### config.mk
export PLATFORM = sky130hd
export DESIGN_NAME = fscr_regs
export DESIGN_NICKNAME = d
export VERILOG_FILES = /design/src/fscr_pkg.sv /design/src/fscr_regs.sv /design/src/fscr_nvstore.sv
export SDC_FILE = /design/constraint.sdc
export NUM_CORES = 1
export LEC_CHECK = 0
export ABC_AREA = 0
export BUFFER_PORTS_ARGS = -buffer_cell sky130_fd_sc_hd__buf_2
export CORE_UTILIZATION = 56
export CTS_CLUSTER_DIAMETER = 30
export DETAILED_ROUTE_END_ITERATION = 10
export GPL_TIMING_DRIVEN = 0
export PLACE_DENSITY = 0.89
export SYNTH_ARGS = -nofsm -noshare
export SYNTH_HDL_FRONTEND = slang
export SYNTH_SLANG_ARGS = --single-unit
export TNS_END_PERCENT = 50
### constraint.sdc
create_clock -name I_MCLK -period 10.9 [get_ports I_MCLK]
set_input_delay 1.09 -clock I_MCLK [delete_from_list [all_inputs] [get_ports I_MCLK]]
set_output_delay 1.09 -clock I_MCLK [all_outputs]
set_load 0.05 [all_outputs]
### src/fscr_pkg.sv
package fscr_pkg;
   // Status register bit positions.
   localparam int SR_SWD = 7;
   localparam int SR_PERR = 6;
   localparam int SR_EERR = 5;
   localparam int SR_BP_HI = 4;
   localparam int SR_BP_LO = 2;
   localparam int SR_WEL = 1;
   localparam int SR_WIP = 0;
   // Configuration register bit positions.
   localparam int CR_LC_HI = 7;
   localparam int CR_LC_LO = 6;
   localparam int CR_PSTART = 5;
   localparam int CR_RFU = 4;
   localparam int CR_BPVOL = 3;
   localparam int CR_PARAM = 2;
   localparam int CR_QUAD = 1;
   localparam int CR_FREEZE = 0;
   // Values as delivered; reset loads SR_RST into the volatile status bits only.
   localparam logic [7:0] SR_RST = 8'h00;
   localparam logic [7:0] CR_RST = 8'h00;
   // Busy time of a register write in cycles.
   localparam int WR_BUSY_CYC = 4;
   // Command codes seen on the command port.
   typedef enum logic [2:0] {
      FSCR_CMD_NONE = 3'h0,
      FSCR_CMD_WRITE_ENABLE_CMD = 3'h1,
      FSCR_CMD_WRITE_DISABLE_CMD = 3'h2,
      FSCR_CMD_WRR = 3'h3,
      FSCR_CMD_PROG = 3'h4,
      FSCR_CMD_ERASE = 3'h5
   } fscr_cmd_e;
endpackage : fscr_pkg

### src/fscr_regs.sv
//////////////////////////////////////////////////////////////////////////////////////////////////
// Contract
// - With the write-disable bit set and the protect pin low, register writes are ignored.
// - With the write-disable bit clear, the protect pin gives no register protection.
// - Status bits 4 to 2 pick a protected sector range in which program and erase are refused.
// - Register write, program and erase are taken only while the write-enable latch is set.
// - Only the write-enable and write-disable commands and reset change the write-enable latch.
// - The busy bit is 1 while a register write, program, erase or other operation runs.
// - With the busy bit clear the block is idle and takes new commands.
// - Configuration bits 7 and 6 give the read latency code.
// - Configuration bit 5 anchors protection at low addresses when 1, high when 0.
// - Configuration bit 2 puts the small sectors at the top when 1, the bottom when 0.
// - Configuration bit 1 enables quad operation when 1, else dual or single mode.
// - Configuration bit 0 locks protect bits, protect start, placement and one-time areas.
//////////////////////////////////////////////////////////////////////////////////////////////////
module fscr_regs #(
   parameter int ADDR_W = 8
) (
   // Clock and reset.
   input wire logic I_MCLK,
   input wire logic I_SRST,
   // Command port from the serial front end.
   input wire logic [2:0] i_CMD,
   input wire logic i_CMD_VALID,
   input wire logic [7:0] i_WR_STATUS,
   input wire logic [7:0] i_WR_CONFIG,
   input wire logic i_WR_CONFIG_VALID,
   input wire logic [ADDR_W-1:0] i_SECTOR,
   // Array engine.
   input wire logic i_OP_DONE,
   input wire logic i_OP_FAIL,
   input wire logic i_OTHER_BUSY,
   // Write-protect pin, low active.
   input wire logic i_WP_N,
   // Register read back.
   output logic [7:0] o_STATUS,
   output logic [7:0] o_CONFIG,
   // Engine control.
   output logic o_PROG_START,
   output logic o_ERASE_START,
   output logic o_CMD_REFUSED,
   // Mode outputs.
   output logic [1:0] o_LATENCY_CODE,
   output logic o_QUAD_EN,
   output logic o_PARAM_TOP,
   output logic o_OTP_LOCK
);
   //////////////////////////////////////////////////////////////////////////////////////////////
   typedef enum logic [2:0] {
      ST_IDLE = 3'b001,
      ST_WRR = 3'b010,
      ST_ARRAY = 3'b100
   } fscr_st_e;

   typedef struct packed {
      fscr_st_e st;
      logic [7:0] sr;
      logic [7:0] cr;
      logic [3:0] cnt;
      logic wp_s1;
      logic wp_s2;
      logic prog;
      logic start_p;
      logic start_e;
      logic refused;
      logic [7:0] sr_out;
      logic [7:0] cr_out;
   } fscr_state_s;

   fscr_state_s s_q = '0;
   fscr_state_s s_d;
   logic [7:0] nv_rdata;
   logic nv_we;

   // Protected-range test: the block-protect code gives a power-of-two share of the array.
   function automatic logic in_range(input logic [2:0] bp, input logic from_low,
                                     input logic [ADDR_W-1:0] sec);
      logic [ADDR_W-1:0] span;
      logic hit;
      span = '0;
      hit = 1'b0;
      if (bp == 3'h7) begin
         hit = 1'b1;
      end else if (bp != 3'h0) begin
         span = ADDR_W'(1) << (ADDR_W - 7 + int'(bp));
         if (from_low) begin
            hit = (sec < span);
         end else begin
            hit = (sec >= ADDR_W'(~span + ADDR_W'(1)));
         end
      end
      return hit;
   endfunction : in_range

   // Non-volatile image of the status byte, kept in a separate store.
   fscr_nvstore u_nv (
      .i_clk(I_MCLK),
      .i_we(nv_we),
      .i_addr(1'b0),
      .i_wdata(s_d.sr),
      .i_raddr(1'b0),
      .o_rdata(nv_rdata)
   );
   assign nv_we = (s_q.st == ST_WRR) && (s_q.cnt == 4'h1);

   //////////////////////////////////////////////////////////////////////////////////////////////
   always_comb begin
      logic write_enable_latch;
      logic locked;
      logic frz;
      write_enable_latch = s_q.sr[fscr_pkg::SR_WEL];
      locked = s_q.sr[fscr_pkg::SR_SWD] && !s_q.wp_s2;
      frz = s_q.cr[fscr_pkg::CR_FREEZE];
      s_d = s_q;
      s_d.wp_s1 = i_WP_N;
      s_d.wp_s2 = s_q.wp_s1;
      s_d.start_p = 1'b0;
      s_d.start_e = 1'b0;
      s_d.refused = 1'b0;
      case (s_q.st)
         ST_IDLE: begin
            if (i_CMD_VALID && !i_OTHER_BUSY) begin
               case (i_CMD)
                  fscr_pkg::FSCR_CMD_WRITE_ENABLE_CMD: s_d.sr[fscr_pkg::SR_WEL] = 1'b1;
                  fscr_pkg::FSCR_CMD_WRITE_DISABLE_CMD: s_d.sr[fscr_pkg::SR_WEL] = 1'b0;
                  fscr_pkg::FSCR_CMD_WRR: begin
                     if (!write_enable_latch || locked) begin
                        s_d.refused = 1'b1;
                     end else begin
                        s_d.sr[fscr_pkg::SR_SWD] = i_WR_STATUS[fscr_pkg::SR_SWD];
                        if (!frz) begin
                           s_d.sr[fscr_pkg::SR_BP_HI:fscr_pkg::SR_BP_LO] =
                              i_WR_STATUS[fscr_pkg::SR_BP_HI:fscr_pkg::SR_BP_LO];
                        end
                        if (i_WR_CONFIG_VALID) begin
                           s_d.cr[7:6] = i_WR_CONFIG[7:6];
                           s_d.cr[fscr_pkg::CR_QUAD] = i_WR_CONFIG[fscr_pkg::CR_QUAD];
                           s_d.cr[fscr_pkg::CR_FREEZE] = i_WR_CONFIG[fscr_pkg::CR_FREEZE]
                              | frz;
                           // One-time bits only move from 0 to 1; protect start and placement not while frozen.
                           s_d.cr[fscr_pkg::CR_BPVOL] = s_q.cr[fscr_pkg::CR_BPVOL]
                              | i_WR_CONFIG[fscr_pkg::CR_BPVOL];
                           if (!frz) begin
                              s_d.cr[fscr_pkg::CR_PSTART] = s_q.cr[fscr_pkg::CR_PSTART]
                                 | i_WR_CONFIG[fscr_pkg::CR_PSTART];
                              s_d.cr[fscr_pkg::CR_PARAM] = s_q.cr[fscr_pkg::CR_PARAM]
                                 | i_WR_CONFIG[fscr_pkg::CR_PARAM];
                           end
                        end
                        s_d.cnt = 4'(fscr_pkg::WR_BUSY_CYC);
                        s_d.st = ST_WRR;
                     end
                  end
                  fscr_pkg::FSCR_CMD_PROG, fscr_pkg::FSCR_CMD_ERASE: begin
                     if (!write_enable_latch || in_range(s_q.sr[4:2], s_q.cr[fscr_pkg::CR_PSTART],
                                           i_SECTOR)) begin
                        s_d.refused = 1'b1;
                     end else begin
                        s_d.prog = (i_CMD == fscr_pkg::FSCR_CMD_PROG);
                        s_d.start_p = (i_CMD == fscr_pkg::FSCR_CMD_PROG);
                        s_d.start_e = (i_CMD == fscr_pkg::FSCR_CMD_ERASE);
                        s_d.sr[fscr_pkg::SR_PERR] = 1'b0;
                        s_d.sr[fscr_pkg::SR_EERR] = 1'b0;
                        s_d.st = ST_ARRAY;
                     end
                  end
                  default: s_d.refused = 1'b0;
               endcase
            end
         end
         ST_WRR: begin
            s_d.cnt = s_q.cnt - 4'h1;
            if (s_q.cnt == 4'h1) begin
               s_d.st = ST_IDLE;
            end
         end
         ST_ARRAY: begin
            if (i_OP_DONE) begin
               if (i_OP_FAIL) begin
                  s_d.sr[fscr_pkg::SR_PERR] = s_q.prog;
                  s_d.sr[fscr_pkg::SR_EERR] = !s_q.prog;
               end
               s_d.st = ST_IDLE;
            end
         end
         default: s_d.st = ST_IDLE;
      endcase
      s_d.sr[fscr_pkg::SR_WIP] = (s_d.st != ST_IDLE) || i_OTHER_BUSY;
      s_d.cr[fscr_pkg::CR_RFU] = 1'b0;
      s_d.sr_out = s_d.sr;
      s_d.cr_out = s_d.cr;
      if (I_SRST) begin
         s_d.st = ST_IDLE;
         s_d.sr = fscr_pkg::SR_RST;
         // Non-volatile fields survive a reset; the protect bits only when they are not volatile.
         s_d.sr[fscr_pkg::SR_SWD] = s_q.sr[fscr_pkg::SR_SWD];
         if (!s_q.cr[fscr_pkg::CR_BPVOL]) begin
            s_d.sr[4:2] = s_q.sr[4:2];
         end
         s_d.cr = s_q.cr;
         s_d.cr[fscr_pkg::CR_FREEZE] = 1'b0;
         s_d.cnt = 4'h0;
         s_d.prog = 1'b0;
         s_d.refused = 1'b0;
         s_d.start_p = 1'b0;
         s_d.start_e = 1'b0;
         s_d.sr_out = s_d.sr;
         s_d.cr_out = s_d.cr;
      end
   end

   always_ff @(posedge I_MCLK) begin
      s_q <= s_d;
   end

   assign o_STATUS = s_q.sr_out;
   assign o_CONFIG = s_q.cr_out;
   assign o_PROG_START = s_q.start_p;
   assign o_ERASE_START = s_q.start_e;
   assign o_CMD_REFUSED = s_q.refused;
   assign o_LATENCY_CODE = s_q.cr_out[fscr_pkg::CR_LC_HI:fscr_pkg::CR_LC_LO];
   assign o_QUAD_EN = s_q.cr_out[fscr_pkg::CR_QUAD];
   assign o_PARAM_TOP = s_q.cr_out[fscr_pkg::CR_PARAM];
   assign o_OTP_LOCK = s_q.cr_out[fscr_pkg::CR_FREEZE];
endmodule : fscr_regs

### src/fscr_nvstore.sv
// Small non-volatile store of two words, of which only word 0 (the status byte) is written; read data come from a register.
module fscr_nvstore (
   // Clock.
   input wire logic i_clk,
   // Write port.
   input wire logic i_we,
   input wire logic i_addr,
   input wire logic [7:0] i_wdata,
   // Read port.
   input wire logic i_raddr,
   output logic [7:0] o_rdata
);
   // Both words are blank as delivered.
   logic [7:0] mem_q [0:1] = '{8'h00, 8'h00};
   always_ff @(posedge i_clk) begin
      if (i_we) begin
         mem_q[i_addr] <= i_wdata;
      end
      o_rdata <= mem_q[i_raddr];
   end
endmodule : fscr_nvstore

After elaboration in Yosys (flattened, before gate mapping)
Cells that the tools add are included.

Flip-flop bits (word level): 38. Bits in latches: 0. RAM bits: 0. Memory bits (read-only): 0. Input port bits: 35. Output and inout bits: 24. Word-level logic and storage cells: 104. Memories kept: 0.

$add $sub $neg: 3. Multiply operators: 0. Div/mod/pow operators: 0. $lt $le $gt $ge: 2. Equal/unequal tests: 14. Shift operators: 1. Muxes and demuxes: 44. Bitwise logic cells: 9. Reduce and logical (&&, ||, !) cells: 16.

Operators by type and width (count): $mux 3 (12); $mux 8 (3); $mux 17 (1); $mux 16 (1); $mux 4 (4); $eq 3x3->1 const B (4); $mux 1 (12); $mux 10 (1); $eq 3x2->1 const B (3); $pmux 3 s3 (1); $add 8x1->8 const B (1); $ge 8x8->1 (1); $lt 8x8->1 (1); $mux 2 (4); $not 8->8 (1); $pmux 4 s2 (1); $reduce_and 4->1 (2); $shl 1x4->8 const A (1); $eq 3x1->1 const B (2); $pmux 3 s2 (1); $reduce_or 5->1 (1); $add 1x3->4 const A (1); $eq 4x1->1 const B (1); $logic_not 1->1 (4); 14 further kinds (25).

Longest topological paths before layout
Depth after elaboration: 19. Gate-level depth with buffers: 16. Mapped depth without buffers: 15.

Least setup slack after synthesis
OpenSTA, ideal clock, no wires.

Path kind: register to register. Start point: register s_q[36] (netlist name). End point: register s_q[42] (netlist name). Setup time: 0.120 ns. Arrival time: 3.500 ns. Required time: 10.780 ns. Path slack: 7.280 ns. Cell stages (with the launch flop): 15. Path buffers: 1. Clock period less this slack: 3.620 ns. Cells stage by stage: edfxtp_1 -> nand2_1 -> inv_1 -> ha_1 -> clkbuf_1 -> or3_1 -> ha_1 -> o21ai_0 -> ha_1 -> a21o_1 -> a2111oi_0 -> o31a_1 -> a211oi_2 -> o41a_1 -> or2_1.

Longest elaborated chain between the ends: 16. Elaborated cells on any way between the ends: 19. Classes of those cells: add/sub: 2; order compare: 2; eq/ne: 1; shift: 1; mux: 10; bitwise: 1; reduce/logical: 2.

RTL lines: start: declaration (RTL line fscr_regs.sv:70) `fscr_state_s s_q = '0;`; start signal: assignment (RTL line fscr_regs.sv:213) `s_q <= s_d;`; $add 1x3->4 (RTL line fscr_regs.sv:85) `span = ADDR_W'(1) << (ADDR_W - 7 + int'(bp));`; $shl 1x4->8 (RTL line fscr_regs.sv:85); $not 8->8 (RTL line fscr_regs.sv:89) `hit = (sec >= ADDR_W'(~span + ADDR_W'(1)));`; $add 8x1->8 (RTL line fscr_regs.sv:89); $ge 8x8->1 (RTL line fscr_regs.sv:89); $mux 1 (RTL line fscr_regs.sv:86) `if (from_low) begin`; $mux 1 (RTL line fscr_regs.sv:84) `end else if (bp != 3'h0) begin`; $mux 1 * (RTL line fscr_regs.sv:82) `if (bp == 3'h7) begin`; $mux 1 * (RTL line fscr_regs.sv:123) `case (i_CMD)`; $mux 1 * (RTL line fscr_regs.sv:122) `if (i_CMD_VALID && !i_OTHER_BUSY) begin`; $mux 1 * (RTL line fscr_regs.sv:120) `case (s_q.st)`; $logic_or 1x1->1 * (RTL line fscr_regs.sv:155) `if (!write_enable_latch || in_range(s_q.sr[4:2], s_q.cr[fscr_pkg::CR_PSTART],`; $mux 3 * (RTL line fscr_regs.sv:155); $pmux 3 s2 * (RTL line fscr_regs.sv:123); $mux 10 * (RTL line fscr_regs.sv:122); $pmux 3 s3 * (RTL line fscr_regs.sv:120).

Every way passes the cells marked *; elsewhere a longest branch is shown, timed or not. The select of a mux whose other input is x is not followed. A chain may end at the register's enable or synchronous reset.

Worst setup path in the final report
Same ends and word-level chain as after synthesis.

==> impl_metrics.env <==
export IMPL_area_sequential_sq_um=800.8
export IMPL_die_y_microns=63.52
export IMPL_dp_hpwl_mm=3.272
export IMPL_dpl_cell_count=325
export IMPL_power_per_cell_area_nw_per_um2=112.1
export IMPL_ys_seq_area_share_pct=37.78
export IMPL_synth_simple_gate_area_share_pct=21.31
export IMPL_timing_critical_path_fanout_max=10
export IMPL_fin_tns_setup_ns=0
export IMPL_yosys_register_bits=35
export IMPL_drt_initial_drc_count=94
export IMPL_synth_top_family_by_area="simple AND/OR/NAND/NOR gates"
export IMPL_yosys_area_top_type_share_pct=23.61
export IMPL_power_share_combinational_pct=17.0
export IMPL_hold_violations=0
export IMPL_area_growth_syn_to_layout_pct=19.07
export IMPL_core_region_area_sq_um=3468
export IMPL_final_min_clock_period_ns=4.091
export IMPL_gp_routability_congestion=0.8815
export IMPL_worst_slew_pin_slew_ns=0.5254
export IMPL_setup_slack_ns=6.809
export IMPL_cts_buffer_depth=2
export IMPL_avgSynthCellArea_sq_um=9.296
export IMPL_worst_endpoint_required_ns=11.07
export IMPL_synth_mux_area_fraction_pct=4.132
export IMPL_routedWlPerCell_microns=12.43
export IMPL_timing_final_setup_violations=0
export IMPL_synthesized_area_fraction_occupied_by_ao_oa_aoi_and_oai_cells_pct=14.52
export IMPL_worstHoldPathType="register to register"
export IMPL_vias=1755
export IMPL_overflow=0
export IMPL_period_share_pct=37.53
export IMPL_syn_nets=282
export IMPL_count_of_nets_left_with_antenna_violations_after_detail_routing=0
export IMPL_grt_total_usage_pct=22.03
export IMPL_power_frac_seq_pct=49.7
export IMPL_multi_input_area_sq_um=1115
export IMPL_synthesis_instances=228
export IMPL_fin_total_pwr_w=0.0002830
export IMPL_cellLeakagePower_nw=1.187
export IMPL_worst_endpoint_arrival_ns=4.26
export IMPL_drc_violations_left=0
export IMPL_hold_start="s_d[20]$_DFF_P_"
export IMPL_async_reset_ff_share_pct=0
export IMPL_synth_xor_xnor_area_share_pct=1.240
export IMPL_grt_antenna_before_repair=0
export IMPL_synth_lib_cells_used_distinct=52
export IMPL_grt_pass1_wl_mm=6.941
export IMPL_timing_max_cap_violations=0
export IMPL_fillCellCount=276
export IMPL_cp_start_kind="register"
export IMPL_power_switching_fraction_pct=26.51
export IMPL_port_buffer_count=51
export IMPL_netlist_top_cells_area="sky130_fd_sc_hd__dfxtp_1 24%, sky130_fd_sc_hd__edfxtp_1 14%, sky130_fd_sc_hd__ha_1 11%"
export IMPL_timing_critical_path_to_type="register"
export IMPL_worst_setup_path_category="register to register"
export IMPL_post_cts_setup_buffer_count=0
export IMPL_preCtsSetupSlack_ns=6.840
export IMPL_clkPwrFrac_pct=33.3
export IMPL_insertedDiodeCount=0
export IMPL_synth_area_leader_cell="sky130_fd_sc_hd__dfxtp_1"
export IMPL_synth_flop_cell="sky130_fd_sc_hd__dfxtp_1"
export IMPL_drt_pass1_iterations=4
export IMPL_timing_rr_start="s_q[36]$_DFFE_PP_"
export IMPL_htreeDepth=2
export IMPL_grt_max_degree=14
export IMPL_cts_sink_count=35
export IMPL_yosys_area_share_adder_pct=11.22
export IMPL_grt_setup_unrepaired="no"
export IMPL_slew_headroom_pct=64.91
export IMPL_num_io_pins=59
export IMPL_cts_hold_repair_buffers=0
export IMPL_synth_cell_area_sq_um=2120
export IMPL_root_buffer="sky130_fd_sc_hd__clkbuf_8"
export IMPL_die_area_sq_um=4035
export IMPL_cts_repair_resized=0
export IMPL_synth_enable_flop_cells=10
export IMPL_first_global_vias=1605
export IMPL_core_rowCount=21
export IMPL_fp_dieW_microns=63.52
export IMPL_vdd_drop_max_uv=82.90
export IMPL_clkLatencyLatePin_ns=0.28
export IMPL_fmax_mhz=244.4
export IMPL_internal_power_w=0.0002080
export IMPL_tritoncts_num_buffers=5
export IMPL_initial_utilization_pct=61.11
export IMPL_total_switching_power_w=0.00007500
export IMPL_routed_wl_mm=4.139
export IMPL_avgViaCountPerCell=5.270
export IMPL_count_of_non_filler_cells_in_the_finished_layout=333
export IMPL_final_nets=340
export IMPL_critPathLaunch="s_q[36]$_DFFE_PP_"
export IMPL_clk_transition_reported_paths_ns=0.07
export IMPL_tritoncts="done"
export IMPL_ys_warnings_count=0
export IMPL_clock_skew_ns=0.01034
export IMPL_drv_slew=0
export IMPL_run_status="finished clean"
export IMPL_drive_above_1_share_pct=32.75
## synth_stat cells (all sizes together) (3+ instances only)
master / n
nor3: 4
o21ai: 9
or3: 3
buf: 20
nand2: 24
ha: 19
nor4: 3
a21oi: 9
mux2: 6
nand3: 5
nor2: 18
and3: 4
a21o: 6
nor2b: 5
dfxtp: 25
nand2b: 7
a31o: 3
clkbuf: 4
edfxtp: 10
inv: 9
or2: 3
## worst paths after layout
check | end | slack, ns | cells after the start
min | s_q[20]$_DFF_P_ | 0.34 | 0
max reg2reg | s_q[42]$_SDFF_PP1_ | 6.81 | 14
min reg2reg | s_q[20]$_DFF_P_ | 0.34 | 0
max | s_q[42]$_SDFF_PP1_ | 6.81 | 14
## cell families after synthesis
family,count (synthesis)
AO/OA/AOI/OAI,42
adder cells (fa/ha/maj),19
XOR/XNOR,3
buffers and inverters,34
other,1
multiplexers,8
AND/OR/NAND/NOR,86
flip-flops,35
## final cells by class
class / instances / share of cell area, %
Multi-Input combinational cell: 159 / 44.17
Inverter: 10 / 1.487
Tap cell: 46 / 2.281
Clock inverter: 1 / 0.1983
Clock buffer: 7 / 3.421
Timing Repair Buffer: 51 / 10.11
Sequential cell: 35 / 31.73
Buffer: 24 / 6.594
## state kept, by name (all words and copies together) (netlist names)
name	cells
s_q	23
o_CONFIG	6
o_STATUS	2
o_CMD_REFUSED	1
o_ERASE_START	1
o_PROG_START	1
s_d	1
## layout by cell type, fill, tap and decap left out, types with 2 or more instances in the layout
master	synthesis	layout
sky130_fd_sc_hd__a31o_2	3	3
sky130_fd_sc_hd__clkbuf_1	4	5
sky130_fd_sc_hd__clkbuf_8	0	6
sky130_fd_sc_hd__a21o_1	5	5
sky130_fd_sc_hd__edfxtp_1	10	10
sky130_fd_sc_hd__nor3_1	4	4
sky130_fd_sc_hd__mux2i_1	2	2
sky130_fd_sc_hd__or3_1	3	3
sky130_fd_sc_hd__xnor2_1	2	2
sky130_fd_sc_hd__dfxtp_1	25	25
sky130_fd_sc_hd__o21ai_0	9	9
sky130_fd_sc_hd__or2_2	2	2
sky130_fd_sc_hd__nor2b_1	5	5
sky130_fd_sc_hd__nand4_1	2	2
sky130_fd_sc_hd__o32ai_1	2	2
sky130_fd_sc_hd__a21oi_1	8	8
sky130_fd_sc_hd__a2111oi_0	2	2
sky130_fd_sc_hd__nor4_1	2	2
sky130_fd_sc_hd__and3_1	4	4
sky130_fd_sc_hd__mux2_2	5	5
sky130_fd_sc_hd__nor4b_1	2	2
sky130_fd_sc_hd__nand2_1	24	24
sky130_fd_sc_hd__buf_4	18	18
sky130_fd_sc_hd__o22ai_1	2	2
sky130_fd_sc_hd__ha_1	19	19
sky130_fd_sc_hd__nand2b_1	7	7
sky130_fd_sc_hd__inv_1	9	9
sky130_fd_sc_hd__o21a_1	2	2
sky130_fd_sc_hd__buf_2	1	52
sky130_fd_sc_hd__nor2_1	18	18
sky130_fd_sc_hd__nand3_1	5	5
## layer usage
metal  share of wire, %  GRT usage [%]
met3                3.6          3.986
met5                  0              0
met1                 46          26.83
met2                 50          39.49
met4               0.60          5.398
## power by group through the flow
stage	registers (W)	logic, W	clock network [W]
2_1_floorplan	0.000145	0.0000325	0
3_5_place_dp	0.000143	0.0000480	0
5_1_grt	0.000141	0.0000529	0.000102
6_report	0.000141	0.0000481	0.0000942
3_3_place_gp	0.000143	0.0000465	0
4_1_cts	0.000141	0.0000482	0.0000956
## stage by stage
| step | cell area (sq um) | util (%) | hold WS [ns] |
|---|---|---|---|
| 3_3_place_gp | 2432 | 70.13 | 0.3112 |
| 3_5_place_dp | 2432 | 70.13 | 0.3276 |
| 6_report | 2524 | 72.76 | 0.3374 |
| 5_1_grt | 2524 | 72.76 | 0.3578 |
| 2_1_floorplan | 2120 | - | 0.3096 |
| 4_1_cts | 2524 | 72.76 | 0.3432 |
## worst max-delay path: stages (launching register included)
cell and delay (ns):
sky130_fd_sc_hd__edfxtp_1 0.50, sky130_fd_sc_hd__nand2_1 0.12, sky130_fd_sc_hd__inv_1 0.08, sky130_fd_sc_hd__ha_1 0.31, sky130_fd_sc_hd__clkbuf_1 0.21, sky130_fd_sc_hd__or3_1 0.44, sky130_fd_sc_hd__ha_1 0.24, sky130_fd_sc_hd__o21ai_0 0.23
sky130_fd_sc_hd__ha_1 0.30, sky130_fd_sc_hd__a21o_1 0.18, sky130_fd_sc_hd__a2111oi_0 0.42, sky130_fd_sc_hd__o31a_1 0.23, sky130_fd_sc_hd__a211oi_2 0.09, sky130_fd_sc_hd__o41a_1 0.43, sky130_fd_sc_hd__or2_1 0.21
Power figures use the tool's default switching activity.
